[config.mk]
export PLATFORM = sky130hd
export DESIGN_NAME = buck_voltage_register_bank
export DESIGN_NICKNAME = d
export VERILOG_FILES = /design/src/verilog/buck_pkg.sv /design/src/verilog/buck_voltage_register_bank.sv /design/src/verilog/voltage_decode.sv
export VERILOG_INCLUDE_DIRS = /design/src /design/src/verilog
export SDC_FILE = /design/constraint.sdc
export NUM_CORES = 1
export LEC_CHECK = 0
export ABC_AREA = 1
export BUFFER_PORTS_ARGS = -buffer_cell sky130_fd_sc_hd__buf_2
export CORE_MARGIN = 2
export CORE_UTILIZATION = 60
export DETAILED_ROUTE_END_ITERATION = 7
export PLACE_DENSITY = 0.83
export SLEW_MARGIN = 15
export SYNTH_ARGS = -nofsm -noshare
export SYNTH_HDL_FRONTEND = slang
export SYNTH_SLANG_ARGS = --single-unit
[constraint.sdc]
create_clock -name core_clk -period 13.25 [get_ports core_clk]
set_clock_uncertainty 0.2 [all_clocks]
set_input_delay 1.9875 -clock core_clk [delete_from_list [all_inputs] [get_ports core_clk]]
set_output_delay 1.9875 -clock core_clk [all_outputs]
set_load 0.01 [all_outputs]
[src/verilog/buck_params.svh]
/*
  Constants for the step-down converter voltage register bank: register
  offsets, field positions, lock codes and the voltage ladder figures.
  Assumes it is included by bare name from files that need these values.
*/
`ifndef BUCK_PARAMS_SVH
`define BUCK_PARAMS_SVH

// ----------------------------------------------------------------------
// Register offsets on the serial control port
// ----------------------------------------------------------------------
`define OFS_C3_LIMIT   8'h0C
`define OFS_C4_OP      8'h0D
`define OFS_C4_ALT     8'h0E
`define OFS_C4_LIMIT   8'h0F

// ----------------------------------------------------------------------
// Field positions and fixed values
// ----------------------------------------------------------------------
`define BIT_TOP        7
`define BIT_REGISTER_SET_CHOICE     6
`define CEIL_ALL_ONES  6'h3F
`define CEIL_ZERO      6'h00
`define RESET_BYTE     8'h00
`define READ_UNMAPPED  8'h00

// ----------------------------------------------------------------------
// Voltage ladder, in units of 0.1 mV
// ----------------------------------------------------------------------
`define V_BASE_LOW     16'h1388
`define V_BASE_HIGH    16'h1B58
`define V_STEP_FINE    16'h007D
`define V_STEP_MID     16'h00FA
`define V_STEP_COARSE  16'h01F4
`define V_TOP_WIDE     16'h9470

`endif

[src/verilog/buck_pkg.sv]
/*
  Types shared by the converter register bank and its voltage decoder.
  Assumes nothing beyond a SystemVerilog compiler.
*/
package buck_pkg;

  // Output range selector, encodings 00b to 11b in order
  typedef enum logic [1:0] {
    RANGE_FINE_LOW,
    RANGE_FINE_HIGH,
    RANGE_MID,
    RANGE_WIDE
  } range_e;

  typedef struct packed {
    range_e     range;
    logic [5:0] ceiling;
  } limit_s;

  typedef struct packed {
    logic       rsvd;
    logic       register_set_choice;
    logic [5:0] code;
  } op_s;

  typedef struct packed {
    logic       enable;
    logic       low_power;
    logic [5:0] code;
  } alt_s;

  typedef struct packed {
    logic       wr_en;
    logic       rd_en;
    logic [7:0] addr;
    logic [7:0] wdata;
  } reg_req_s;

  typedef struct packed {
    limit_s c3_limit;
    op_s    c4_op;
    alt_s   c4_alt;
    limit_s c4_limit;
  } fuse_s;

  typedef enum logic {
    LOAD_FUSE,
    RUN
  } load_state_e;

endpackage

[src/verilog/buck_voltage_register_bank.sv]
/*
  Voltage registers of the third converter's limit and the fourth
  converter's operating, alternate and limit registers, with ceiling clamp,
  field lock and voltage decode. Assumes a serial control front end that
  presents one-cycle read and write strobes on core_clk, and a fuse
  controller that presents default contents and a reload pulse.
*/
`timescale 1ns/1ps
`default_nettype none
`include "buck_params.svh"

// Notes on behaviour
// - Written voltage codes above the ceiling are stored as the ceiling.
// - Ceiling other than all-ones or zero locks range and ceiling until reload.
// - Limit register holds range in bits 7-6, ceiling in 5-0, fuse defaults.
// - Range 00b: 0.5 V plus 12.5 mV per code.
// - Range 01b: 0.7 V plus 12.5 mV per code.
// - Range 10b: 0.5 V plus 25 mV per code.
// - Range 11b: 0.5 V plus 50 mV per code, top code gives 3.80 V.
// - Codes are decoded with the range held in the converter's limit.
// - Power-on reset reloads all these registers from fuse memory.
// - Alternate top bit turns converter on unless forced off.
// - Operating top bit reads zero, host writes zero; bit 6 defaults zero.
module buck_voltage_register_bank (
  // Clock and reset
  input  wire logic              core_clk,
  input  wire logic              rst_n,
  // Register access
  input  wire buck_pkg::reg_req_s req,
  output logic [7:0]             rd_data,
  // Fuse memory
  input  wire logic              fuse_reload,
  input  wire buck_pkg::fuse_s   fuse,
  // Converter control
  input  wire logic              forced_off,
  output logic [1:0]             conv3_range,
  output logic [5:0]             conv3_ceiling,
  output logic                   conv3_lock,
  output logic                   conv4_enable,
  output logic                   conv4_low_power,
  output logic                   conv4_set_choice,
  output logic                   conv4_lock,
  output logic [15:0]            conv4_op_tenth_mv,
  output logic [15:0]            conv4_alt_tenth_mv
);
  import buck_pkg::*;

  // --------------------------------------------------------------------
  // Helpers
  // --------------------------------------------------------------------
  function automatic logic locked(input logic [5:0] ceiling);
    locked = (ceiling != `CEIL_ALL_ONES) && (ceiling != `CEIL_ZERO);
  endfunction

  function automatic logic [5:0] clamp(input logic [5:0] code,
                                       input logic [5:0] ceiling);
    clamp = (code > ceiling) ? ceiling : code;
  endfunction

  // --------------------------------------------------------------------
  // State
  // --------------------------------------------------------------------
  load_state_e state_r;
  load_state_e state_nxt;
  limit_s      c3_lim_r;
  limit_s      c3_lim_nxt;
  limit_s      c4_lim_r;
  limit_s      c4_lim_nxt;
  op_s         c4_op_r;
  op_s         c4_op_nxt;
  alt_s        c4_alt_r;
  alt_s        c4_alt_nxt;
  logic [7:0]  rd_data_r;
  logic [7:0]  rd_data_nxt;
  logic        en_r;
  logic        en_nxt;
  logic [15:0] op_mv_r;
  logic [15:0] alt_mv_r;
  logic [15:0] op_mv_dec;
  logic [15:0] alt_mv_dec;
  logic        wr_ok;

  assign wr_ok = req.wr_en && (state_r == RUN);

  // --------------------------------------------------------------------
  // Next values
  // --------------------------------------------------------------------
  always_comb begin
    state_nxt   = state_r;
    c3_lim_nxt  = c3_lim_r;
    c4_lim_nxt  = c4_lim_r;
    c4_op_nxt   = c4_op_r;
    c4_alt_nxt  = c4_alt_r;
    rd_data_nxt = rd_data_r;
    en_nxt      = c4_alt_r.enable && !forced_off;
    case (state_r)
      LOAD_FUSE: begin
        // Defaults come from fuses; selector and low-power bits default zero
        c3_lim_nxt = fuse.c3_limit;
        c4_lim_nxt = fuse.c4_limit;
        c4_op_nxt  = '{rsvd: 1'b0, register_set_choice: 1'b0,
                       code: fuse.c4_op.code};
        c4_alt_nxt = '{enable: fuse.c4_alt.enable, low_power: 1'b0,
                       code: fuse.c4_alt.code};
        state_nxt  = RUN;
      end
      RUN: begin
        if (fuse_reload) begin
          state_nxt = LOAD_FUSE;
        end else if (wr_ok) begin
          case (req.addr)
            `OFS_C3_LIMIT: begin
              if (!locked(c3_lim_r.ceiling)) begin
                c3_lim_nxt = limit_s'(req.wdata);
              end
            end
            `OFS_C4_LIMIT: begin
              if (!locked(c4_lim_r.ceiling)) begin
                c4_lim_nxt = limit_s'(req.wdata);
              end
            end
            `OFS_C4_OP: begin
              // Top bit is never stored, so it always reads back zero
              c4_op_nxt.rsvd                = 1'b0;
              c4_op_nxt.register_set_choice = req.wdata[`BIT_REGISTER_SET_CHOICE];
              c4_op_nxt.code = clamp(req.wdata[5:0], c4_lim_r.ceiling);
            end
            `OFS_C4_ALT: begin
              c4_alt_nxt.enable    = req.wdata[`BIT_TOP];
              c4_alt_nxt.low_power = req.wdata[`BIT_REGISTER_SET_CHOICE];
              c4_alt_nxt.code = clamp(req.wdata[5:0], c4_lim_r.ceiling);
            end
            default: begin
              c4_op_nxt = c4_op_r;
            end
          endcase
        end
      end
      default: begin
        state_nxt = LOAD_FUSE;
      end
    endcase
    if (req.rd_en) begin
      case (req.addr)
        `OFS_C3_LIMIT: rd_data_nxt = c3_lim_r;
        `OFS_C4_OP:    rd_data_nxt = {1'b0, c4_op_r[6:0]};
        `OFS_C4_ALT:   rd_data_nxt = c4_alt_r;
        `OFS_C4_LIMIT: rd_data_nxt = c4_lim_r;
        default:       rd_data_nxt = `READ_UNMAPPED;
      endcase
    end
  end

  // --------------------------------------------------------------------
  // Registers
  // --------------------------------------------------------------------
  // Reset parks registers at zero and both voltages at V_BASE_LOW; fuse contents arrive one edge later
  always_ff @(posedge core_clk or negedge rst_n) begin
    if (!rst_n) begin
      state_r   <= LOAD_FUSE;
      c3_lim_r  <= limit_s'(`RESET_BYTE);
      c4_lim_r  <= limit_s'(`RESET_BYTE);
      c4_op_r   <= op_s'(`RESET_BYTE);
      c4_alt_r  <= alt_s'(`RESET_BYTE);
      rd_data_r <= `RESET_BYTE;
      en_r      <= 1'b0;
      op_mv_r   <= `V_BASE_LOW;
      alt_mv_r  <= `V_BASE_LOW;
    end else begin
      state_r   <= state_nxt;
      c3_lim_r  <= c3_lim_nxt;
      c4_lim_r  <= c4_lim_nxt;
      c4_op_r   <= c4_op_nxt;
      c4_alt_r  <= c4_alt_nxt;
      rd_data_r <= rd_data_nxt;
      en_r      <= en_nxt;
      op_mv_r   <= op_mv_dec;
      alt_mv_r  <= alt_mv_dec;
    end
  end

  // --------------------------------------------------------------------
  // Voltage decode
  // --------------------------------------------------------------------
  // Both codes follow the range now held in the limit register
  voltage_decode u_op_decode (
    .range    (c4_lim_r.range),
    .code     (c4_op_r.code),
    .tenth_mv (op_mv_dec)
  );

  voltage_decode u_alt_decode (
    .range    (c4_lim_r.range),
    .code     (c4_alt_r.code),
    .tenth_mv (alt_mv_dec)
  );

  // --------------------------------------------------------------------
  // Outputs
  // --------------------------------------------------------------------
  assign rd_data            = rd_data_r;
  assign conv3_range        = c3_lim_r.range;
  assign conv3_ceiling      = c3_lim_r.ceiling;
  assign conv3_lock         = locked(c3_lim_r.ceiling);
  assign conv4_lock         = locked(c4_lim_r.ceiling);
  assign conv4_enable       = en_r;
  assign conv4_low_power    = c4_alt_r.low_power;
  assign conv4_set_choice   = c4_op_r.register_set_choice;
  assign conv4_op_tenth_mv  = op_mv_r;
  assign conv4_alt_tenth_mv = alt_mv_r;
endmodule

`default_nettype wire

[src/verilog/voltage_decode.sv]
/*
  Turns a six-bit voltage code and a range selector into an output voltage
  in units of 0.1 mV. Pure combinational; the caller registers the result.
*/
`timescale 1ns/1ps
`default_nettype none
`include "buck_params.svh"

module voltage_decode (
  // Selection
  input  wire buck_pkg::range_e range,
  input  wire logic [5:0]       code,
  // Result
  output logic [15:0]           tenth_mv
);
  import buck_pkg::*;

  logic [15:0] base;
  logic [15:0] step;

  always_comb begin
    base     = `V_BASE_LOW;
    step     = `V_STEP_FINE;
    case (range)
      RANGE_FINE_LOW: begin
        base = `V_BASE_LOW;
        step = `V_STEP_FINE;
      end
      RANGE_FINE_HIGH: begin
        base = `V_BASE_HIGH;
        step = `V_STEP_FINE;
      end
      RANGE_MID: begin
        base = `V_BASE_LOW;
        step = `V_STEP_MID;
      end
      RANGE_WIDE: begin
        base = `V_BASE_LOW;
        step = `V_STEP_COARSE;
      end
      default: begin
        base = `V_BASE_LOW;
        step = `V_STEP_FINE;
      end
    endcase
    tenth_mv = 16'(base + 16'(code) * step);
    // Top code of the wide range breaks the linear ladder
    if (range == RANGE_WIDE && code == `CEIL_ALL_ONES) begin
      tenth_mv = `V_TOP_WIDE;
    end
  end

endmodule

`default_nettype wire
==> results of run 1 <==
per-stage QoR:
stage / area, sq um / hold slack (ns) / worst slack, ns / std cells
floorplan: 7110 / 0.268 / 8.87 / 925
global placement: 7720 / 0.275 / 7.74 / 1155
detailed placement: 7720 / 0.268 / 7.75 / 1155
CTS: 8040 / 0.283 / 7.72 / 1171
global route: 8040 / 0.300 / 7.17 / 1171
finish: 8040 / 0.279 / 7.58 / 1171
kinds of logic after synthesis:
family                   after synthesis  synth area share, %
AND/OR/NAND/NOR                      411                 24.8
buffers and inverters                203                 11.1
adder cells (fa/ha/maj)              136                 30.7
AO/OA/AOI/OAI                         98                 7.00
flip-flops                            73                 25.9
XOR/XNOR                               4                0.493
registers in the layout, summed over array words and instances, names as in the netlist:
| register | flops |
|---|---|
| conv3_ceiling | 6 |
| state_r | 1 |
| conv3_range | 2 |
| rd_data | 8 |
| conv4_low_power | 1 |
| c4_alt_r | 7 |
| conv4_alt_tenth_mv | 16 |
| conv4_enable | 1 |
| conv4_op_tenth_mv | 16 |
| c4_op_r | 6 |
| conv4_set_choice | 1 |
| c4_lim_r | 8 |
worst min path at each step:
stage | start | end | slack [ns] | cells past startpoint
finish | rd_data[6] | rd_data[6] | 0.28 | 2
global route | rd_data[7] | rd_data[7] | 0.30 | 2
CTS | rd_data[6] | rd_data[6] | 0.28 | 2
detailed placement | rd_data[6] | rd_data[6] | 0.27 | 2
global placement | rd_data[3] | rd_data[3] | 0.28 | 2
floorplan | c4_alt_r[7] | conv4_enable | 0.27 | 2
worst max-delay path, delay by kind of cell, from the launching register on:
kind,cells,cell delay (ns)
fa+ha+maj,5,2.15
simple gates,6,1.25
flops,1,0.87
buf+inv,3,0.66
compound gates,1,0.43
layout make-up:
cell class                      count  area share [%]
Multi-Input combinational cell    649            55.7
Sequential cell                    73            22.9
Inverter                          186            8.69
Timing Repair Buffer              104            6.54
Clock buffer                       11            3.14
Tap cell                          143            2.23
Clock inverter                      5           0.778
cell usage in the layout, fill, tap and decap left out, types with 3 or more instances in the layout:
cell,count
dfstp_2,10
or2_2,4
xor2_1,3
nand2_2,6
inv_1,182
nand2_1,222
ha_1,72
inv_2,4
nand3_1,56
a21oi_1,26
clkbuf_16,9
buf_2,102
nor2_1,93
nand4_1,20
fa_1,64
o21ai_0,65
dfrtp_1,63
o21ai_1,4
routing by layer:
layer	routed length, um	GRT usage, %	vias to the layer above
met1	7270	38.1	2831
li1	-	-	3068
met4	548	13.1	0
met5	0	0	-
met2	7680	45.3	274
met3	1250	4.93	44
==> results.tsv, run 1 <==
metric	value	unit
Post-synth top flop	dfrtp_1	
Nets	1213	
Mean Syn Cell Area	7.69	sq um
critical path class	register to register	
Post-synth top cells	nand2_1 (222), inv_1 (182), nor2_1 (93), ha_1 (72), o21ai_0 (65)	
mean number of vias per cell	5.31	
Yosys top cell area share	22.2	%
cts hold-fix bufs	0	
Cell Chain, Critical Path	inv_1 > nor2_1 > inv_1 > nand2_1 > fa_1 > fa_1 > inv_1 > fa_1 > fa_1 > ha_1 > nand2_1 > o21ai_0 > nand3_1 > nand4_1 > nand3_1	
reg2reg path depth	15	
Post-synth ARST share	100	%
clk root buf	clkbuf_16	
CTS tree	yes	
Num CTS Buffers	9	
Synthesized Nets	1115	
Post-CTS Setup Bufs	0	
WL per Instance	14.3	um
Tot GR Track Use	28.4	%
HP Class	register to register	
WP data required	13.28	ns
Rows	39	
Slew HR	39.6	%
CP Launch Type	register	
Min Clock Period, post-route	5.67	ns
FMAX	176	MHz
clock sinks	73	
worst-skew pair later-pin latency	0.36	ns
#FFs+latches synth	73	
post-cts sizing count	0	
Vias	6217	
EDFF count, synth	0	
global route total overflow	0	
drc violations	0	
mapped cell area	7110	sq um
drt total wl	16.7	mm
Final Util	70.1	%
GPL Wtd Cong	0.935	
Final TNS setup	0	ns
sequential-to-total area share from yosys stat	25.9	%
RSZ-0062 raised after global routing	no	
Slew @ Worst Pin	0.905	ns
Final Hold Fails	0	
critical path's most frequent cell	fa_1	
antenna violations before repair	0	
FILL cells	918	
endpoint class of the critical path	register	
worst r2r src	c4_lim_r[7]	
vias in the first global route	6074	
Max Cap Violations	0	
PortBufs	103	
Die Footprint	12700	sq um
pin count of the biggest net entering global routing	74	
Worst-path clk slew	0.06	ns
largest area contributor in the netlist	dfrtp_1	
worst-path maximum fanout	23	
die width	113	um
most common cell in the netlist	nand2_1	
Worst Setup EP	conv4_alt_tenth_mv[15]	
htree depth	3	
Max Slew Vio Count	0	
FF/Latch Area	1840	sq um
Initial Util	62.0	%
Final setup viols	0	
clock buffer depth	2	
Worst EP arrival	5.70	ns
drt pass-1 iters	5	
n_diodes	0	
Die Y	113	um
YS warnings	0	
Critical Path Start	c4_lim_r[7]	
IO Pins	107	
CP max stage cell	dfrtp_1	
first-pass GRT wire length	28.5	mm
Syn Inst Count	925	
Detail Placement HPWL	13.3	mm
reg2reg end	conv4_alt_tenth_mv[15]	
outcome	finished, final reports clean	
initial DRC count	438	
Synth-to-Final Area Change	13.1	%
multi-input logic area	4480	sq um
Final period util	42.8	%
top post-synthesis cells by area	dfrtp_1 (22%), fa_1 (18%), ha_1 (13%), nand2_1 (12%), inv_1 (9.6%)	
reg2reg setup slack	7.58	ns
fraction of layout cells with a size suffix above 1	14.7	%
Yosys cell types	31	
Core Area	11500	sq um
ANT nets after route	0	
max incr delay on CP	0.87	ns
Power of run 1 is not shown: default switching activity piles up to over one toggle a cycle in this logic, so the estimate is an artifact.
==> run 2: changes to the inputs <==
Settings changed: ABC_AREA 1 to 0, CORE_UTILIZATION 60 to 53, PLACE_DENSITY 0.83 to 0.78.
Clock period 13.25 ns to 5 ns, I/O delays scaled along.
==> results.tsv, run 2 <==
metric	value	unit
outcome	finished, final reports clean	
first-pass GRT wire length	25.9	mm
Cell Pwr Density	655	nW/um^2
Detail Placement HPWL	12.1	mm
RSZ-0062 raised after global routing	no	
placed insts	994	
most frequent cells in the layout	inv_1 (126), buf_2 (102), ha_1 (72), fa_1 (64), dfrtp_1 (63)	
YS warnings	0	
worst r2r src	c4_lim_r[7]	
Die Y	119	um
#FFs+latches synth	73	
WL per Instance	15.1	um
Worst EP arrival	4.69	ns
Yosys cell types	56	
Post-CTS Setup Bufs	0	
Initial Util	53.6	%
clock buffer depth	2	
most common cell in the netlist	inv_1	
critical path class	register to register	
Max Cap Violations	0	
CTS tree	yes	
mapped cell area	7010	sq um
n_diodes	0	
FILL cells	1108	
PortBufs	103	
drt total wl	15.2	mm
clk root buf	clkbuf_16	
Final TNS setup	0	ns
GPL Wtd Cong	0.871	
worst-path maximum fanout	8	
FMAX	217	MHz
clock sinks	73	
Final period util	92.4	%
Num CTS Buffers	9	
Slew HR	38.8	%
leak pwr	4.18	nW
drc violations	0	
max incr delay on CP	0.51	ns
Final setup viols	0	
endpoint class of the critical path	register	
post-cts sizing count	0	
pin count of the biggest net entering global routing	74	
Die Footprint	14200	sq um
sequential-to-total area share from yosys stat	26.2	%
Worst-path clk slew	0.07	ns
hold_sp	c4_alt_r[7]	
Mean Syn Cell Area	9.62	sq um
Syn Inst Count	729	
drt pass-1 iters	4	
IO Pins	107	
Post-synth top flop	dfrtp_1	
Rows	42	
Max Slew Vio Count	0	
reg2reg setup slack	0.38	ns
top post-synthesis cells by area	dfrtp_1 (22%), fa_1 (18%), ha_1 (13%), inv_1 (6.7%), mux2i_1 (4.1%)	
cts hold-fix bufs	0	
CP max stage cell	fa_1	
non-filler cells, final	1010	
Min Clock Period, post-route	4.62	ns
Yosys top cell area share	22.5	%
global route total overflow	0	
largest area contributor in the netlist	dfrtp_1	
antenna violations before repair	0	
Synthesized Nets	919	
CP Launch Type	register	
worst vdd ir	0.426	mV
htree depth	3	
Critical Path Start	c4_lim_r[7]	
Nets	1019	
Post-synth top cells	inv_1 (126), ha_1 (72), fa_1 (64), dfrtp_1 (63), nor2_1 (52)	
Vias	5501	
Cell Chain, Critical Path	nand2b_1 > buf_4 > nand2_1 > fa_1 > inv_1 > ha_1 > inv_1 > fa_1 > fa_1 > inv_1 > ha_1 > inv_1 > fa_1 > nor2b_1 > o31a_1 > o211ai_1 > a31o_2 > a21oi_1	
initial DRC count	387	
Core Area	13100	sq um
Synth-to-Final Area Change	14.3	%
commonest non-fill, non-tap cell in the layout	inv_1	
worst-skew pair later-pin latency	0.36	ns
EDFF count, synth	0	
Post-synth ARST share	100	%
HP Class	register to register	
vias in the first global route	5541	
WP data required	5.07	ns
Slew @ Worst Pin	0.919	ns
mean number of vias per cell	5.45	
Tot GR Track Use	23.1	%
die width	119	um
ANT nets after route	0	
fraction of layout cells with a size suffix above 1	19.1	%
worst slack, placed	0.371	ns
Final Hold Fails	0	
setup slack after layout	0.381	ns
## run 2: per-layer routing
layer,vias up,track usage (%),wire (um),share of wire (%)
li1,2644,-,-,-
met1,2642,30.5,6740,44
met2,186,37.9,7200,47
met3,29,4.07,886,5.8
met4,0,9.30,370,2.4
met5,-,0,0,0
## run 2: final cells by class
| type | instances | area (sq um) | area share, % |
|---|---|---|---|
| timing repair buffer | 114 | 613 | 7.65 |
| tap | 176 | 220 | 2.75 |
| clock buffer | 10 | 239 | 2.98 |
| clock inverter | 6 | 46.3 | 0.578 |
| sequential | 73 | 1840 | 23.0 |
| inverter | 126 | 473 | 5.90 |
| multi-input combinational | 505 | 4580 | 57.2 |
## run 2: path summary, 6_finish.rpt
check                                              to  cells after the start
max in group asynchronous                  rd_data[5]                      1
worst min-delay path                     conv4_enable                      1
worst min register to register           conv4_enable                      1
min in group asynchronous        conv4_op_tenth_mv[5]                      1
worst max register to register  conv4_op_tenth_mv[14]                     18
worst max-delay path            conv4_op_tenth_mv[14]                     18
## run 2: where the power goes
group	internal, mW	switching, mW
logic	1.65	2.07
registers	0.824	0.0831
clock network	0.353	0.272
total	2.82	2.42
## run 2: logic make-up (layout without fill, tap and decap cells)
family	Yosys count	in the layout	synth area share (%)
AOI/OAI and AO/OA	118	118	11.0
xor gates and xnor gates	6	6	0.750
adders and majority gates	136	136	31.1
buffers and inverters	151	256	8.46
DFF	73	73	26.2
muxes	37	37	6.55
and+or+nand+nor	208	208	15.9
## run 2: critical path: cells and delay by family, from the launching register on
kind            cells  cell delay, ns
compound gates      4            0.73
fa+ha+maj           6            2.31
buf+inv             5            0.40
flops               1            0.42
simple gates        3            0.47
## run 2: stage by stage
stage	power, mW	utilization (%)	area, sq um	hold WS [ns]
after global placement	4.49	59.0	7720	0.299
after global routing	5.87	61.2	8010	0.347
after detailed placement	4.61	59.0	7720	0.308
after floorplan	3.81	-	7010	0.254
after CTS	5.26	61.2	8010	0.322
final	5.25	61.2	8010	0.321
Note: power is estimated with default switching activity, not from simulation.
==> run 3: changes to the inputs <==
Settings changed: RECOVER_POWER set to 25.
==> results.tsv, run 3 (same netlist as run 2, synthesis figures left out) <==
metric	value	unit
Max Cap Violations	1	
Slew HR	-157	%
Detail Placement HPWL	12.1	mm
cts hold-fix bufs	0	
WL per Instance	15.1	um
WP data required	5.07	ns
FMAX	216	MHz
outcome	finished, violations left	
Core Area	13100	sq um
global route total overflow	0	
grt peak-use layer	met2	
most frequent cells in the layout	inv_1 (126), buf_2 (102), ha_1 (72), fa_1 (64), dfrtp_1 (63)	
Initial Util	53.6	%
Cell Pwr Density	655	nW/um^2
drt pass-1 iters	5	
ANT nets after route	0	
Final setup viols	0	
Die Footprint	14200	sq um
Nets	1019	
Max Slew Vio Count	74	
Synth-to-Final Area Change	14.2	%
Final TNS setup	0	ns
worst-path maximum fanout	8	
clock buffer depth	2	
GR Layer Usage met3	4.07	%
htree depth	3	
multi-input logic area	4580	sq um
Die Y	119	um
met1 Use GR	30.5	%
critical path class	register to register	
worst vdd ir	0.426	mV
drc violations	0	
FILL cells	1108	
commonest non-fill, non-tap cell in the layout	inv_1	
Num CTS Buffers	9	
endpoint class of the critical path	register	
RSZ-0062 raised after global routing	no	
Min Clock Period, post-route	4.62	ns
CTS tree	yes	
Final period util	92.4	%
Rows	42	
Vias	5500	
Worst EP arrival	4.69	ns
clk root buf	clkbuf_16	
setup slack after layout	0.380	ns
fraction of layout cells with a size suffix above 1	18.9	%
Final Hold Fails	0	
Final Util	61.2	%
die width	119	um
clock sinks	73	
Tot GR Track Use	23.1	%
failing checks	max-capacitance violations, max-slew violations	
reg2reg setup slack	0.38	ns
hold_sp	c4_alt_r[7]	
hold endpoint	conv4_enable	
HP Class	register to register	
n_diodes	0	
post-cts sizing count	0	
antenna violations before repair	0	
worst slack, placed	0.371	ns
vias in the first global route	5541	
pin count of the biggest net entering global routing	74	
mean number of vias per cell	5.45	
FF/Latch Area	1840	sq um
worst-skew pair later-pin latency	0.36	ns
CP Launch Type	register	
Slew @ Worst Pin	3.86	ns
IO Pins	107	
reg2reg end	conv4_op_tenth_mv[14]	
leak pwr	4.18	nW
PortBufs	103	
initial DRC count	387	
Post-CTS Setup Bufs	0	
met2 Use GR	37.9	%
Worst-path clk slew	0.07	ns
reg2reg path depth	18	
drt total wl	15.2	mm
Hold Path Depth	1	
GPL Wtd Cong	0.871	
worst r2r src	c4_lim_r[7]	
first-pass GRT wire length	25.9	mm
## run 3: changes by cell type in the layout (fill, tap and decap cells not counted)
cell and change:
buf_4 -1, clkbuf_1 +1
## run 3: critical path: stages, from the launching register on
cell and delay, ns:
dfrtp_1 0.42, nand2b_1 0.18, buf_4 0.18, nand2_1 0.08
fa_1 0.51, inv_1 0.04, ha_1 0.26, inv_1 0.05
fa_1 0.51, fa_1 0.48, inv_1 0.07, ha_1 0.18
inv_1 0.06, fa_1 0.37, nor2b_1 0.21, o31a_1 0.23
o211ai_1 0.12, a31o_2 0.26, a21oi_1 0.12
## run 3: stage by stage
stage	power (mW)	hold slack, ns	instances	cell area, sq um
floorplan	3.81	0.254	729	7010
global placement	4.49	0.299	994	7720
detailed placement	4.61	0.308	994	7720
CTS	5.26	0.322	1010	8010
global route	5.87	0.347	1010	8010
finish	5.25	0.321	1010	8010
## run 3: how the worst max path moves through the flow
stage | startpoint | endpoint | slack, ns | cells after the start
final | c4_lim_r[7] | conv4_op_tenth_mv[14] | 0.38 | 18
after global routing | c4_lim_r[7] | conv4_op_tenth_mv[14] | 0.06 | 18
after CTS | c4_lim_r[7] | conv4_alt_tenth_mv[14] | 0.34 | 18
after detailed placement | c4_lim_r[7] | conv4_alt_tenth_mv[14] | 0.37 | 18
after global placement | c4_lim_r[7] | conv4_alt_tenth_mv[14] | 0.40 | 18
after floorplan | c4_lim_r[6] | conv4_op_tenth_mv[10] | 0.33 | 15
## run 3: routing by layer
metal,vias to the layer above,share of wire (%),wire [um]
met1,2647,44,6740
met3,29,5.8,879
met2,179,47,7210
li1,2645,-,-
met4,0,2.4,370
met5,-,0,0
## run 3: final cells by class
type | count | area share [%]
inverters | 126 | 5.91
clock inverters | 6 | 0.578
flip-flops and latches | 73 | 23.0
multi-input cells | 505 | 57.2
well taps | 176 | 2.75
repair buffers | 114 | 7.61
clock buffers | 10 | 2.98
## run 3: where the power goes
part / total, mW / switching [mW] / internal, mW
combinational: 3.71 / 2.07 / 1.65
clock: 0.626 / 0.272 / 0.353
sequential: 0.907 / 0.0833 / 0.824
total: 5.25 / 2.42 / 2.82
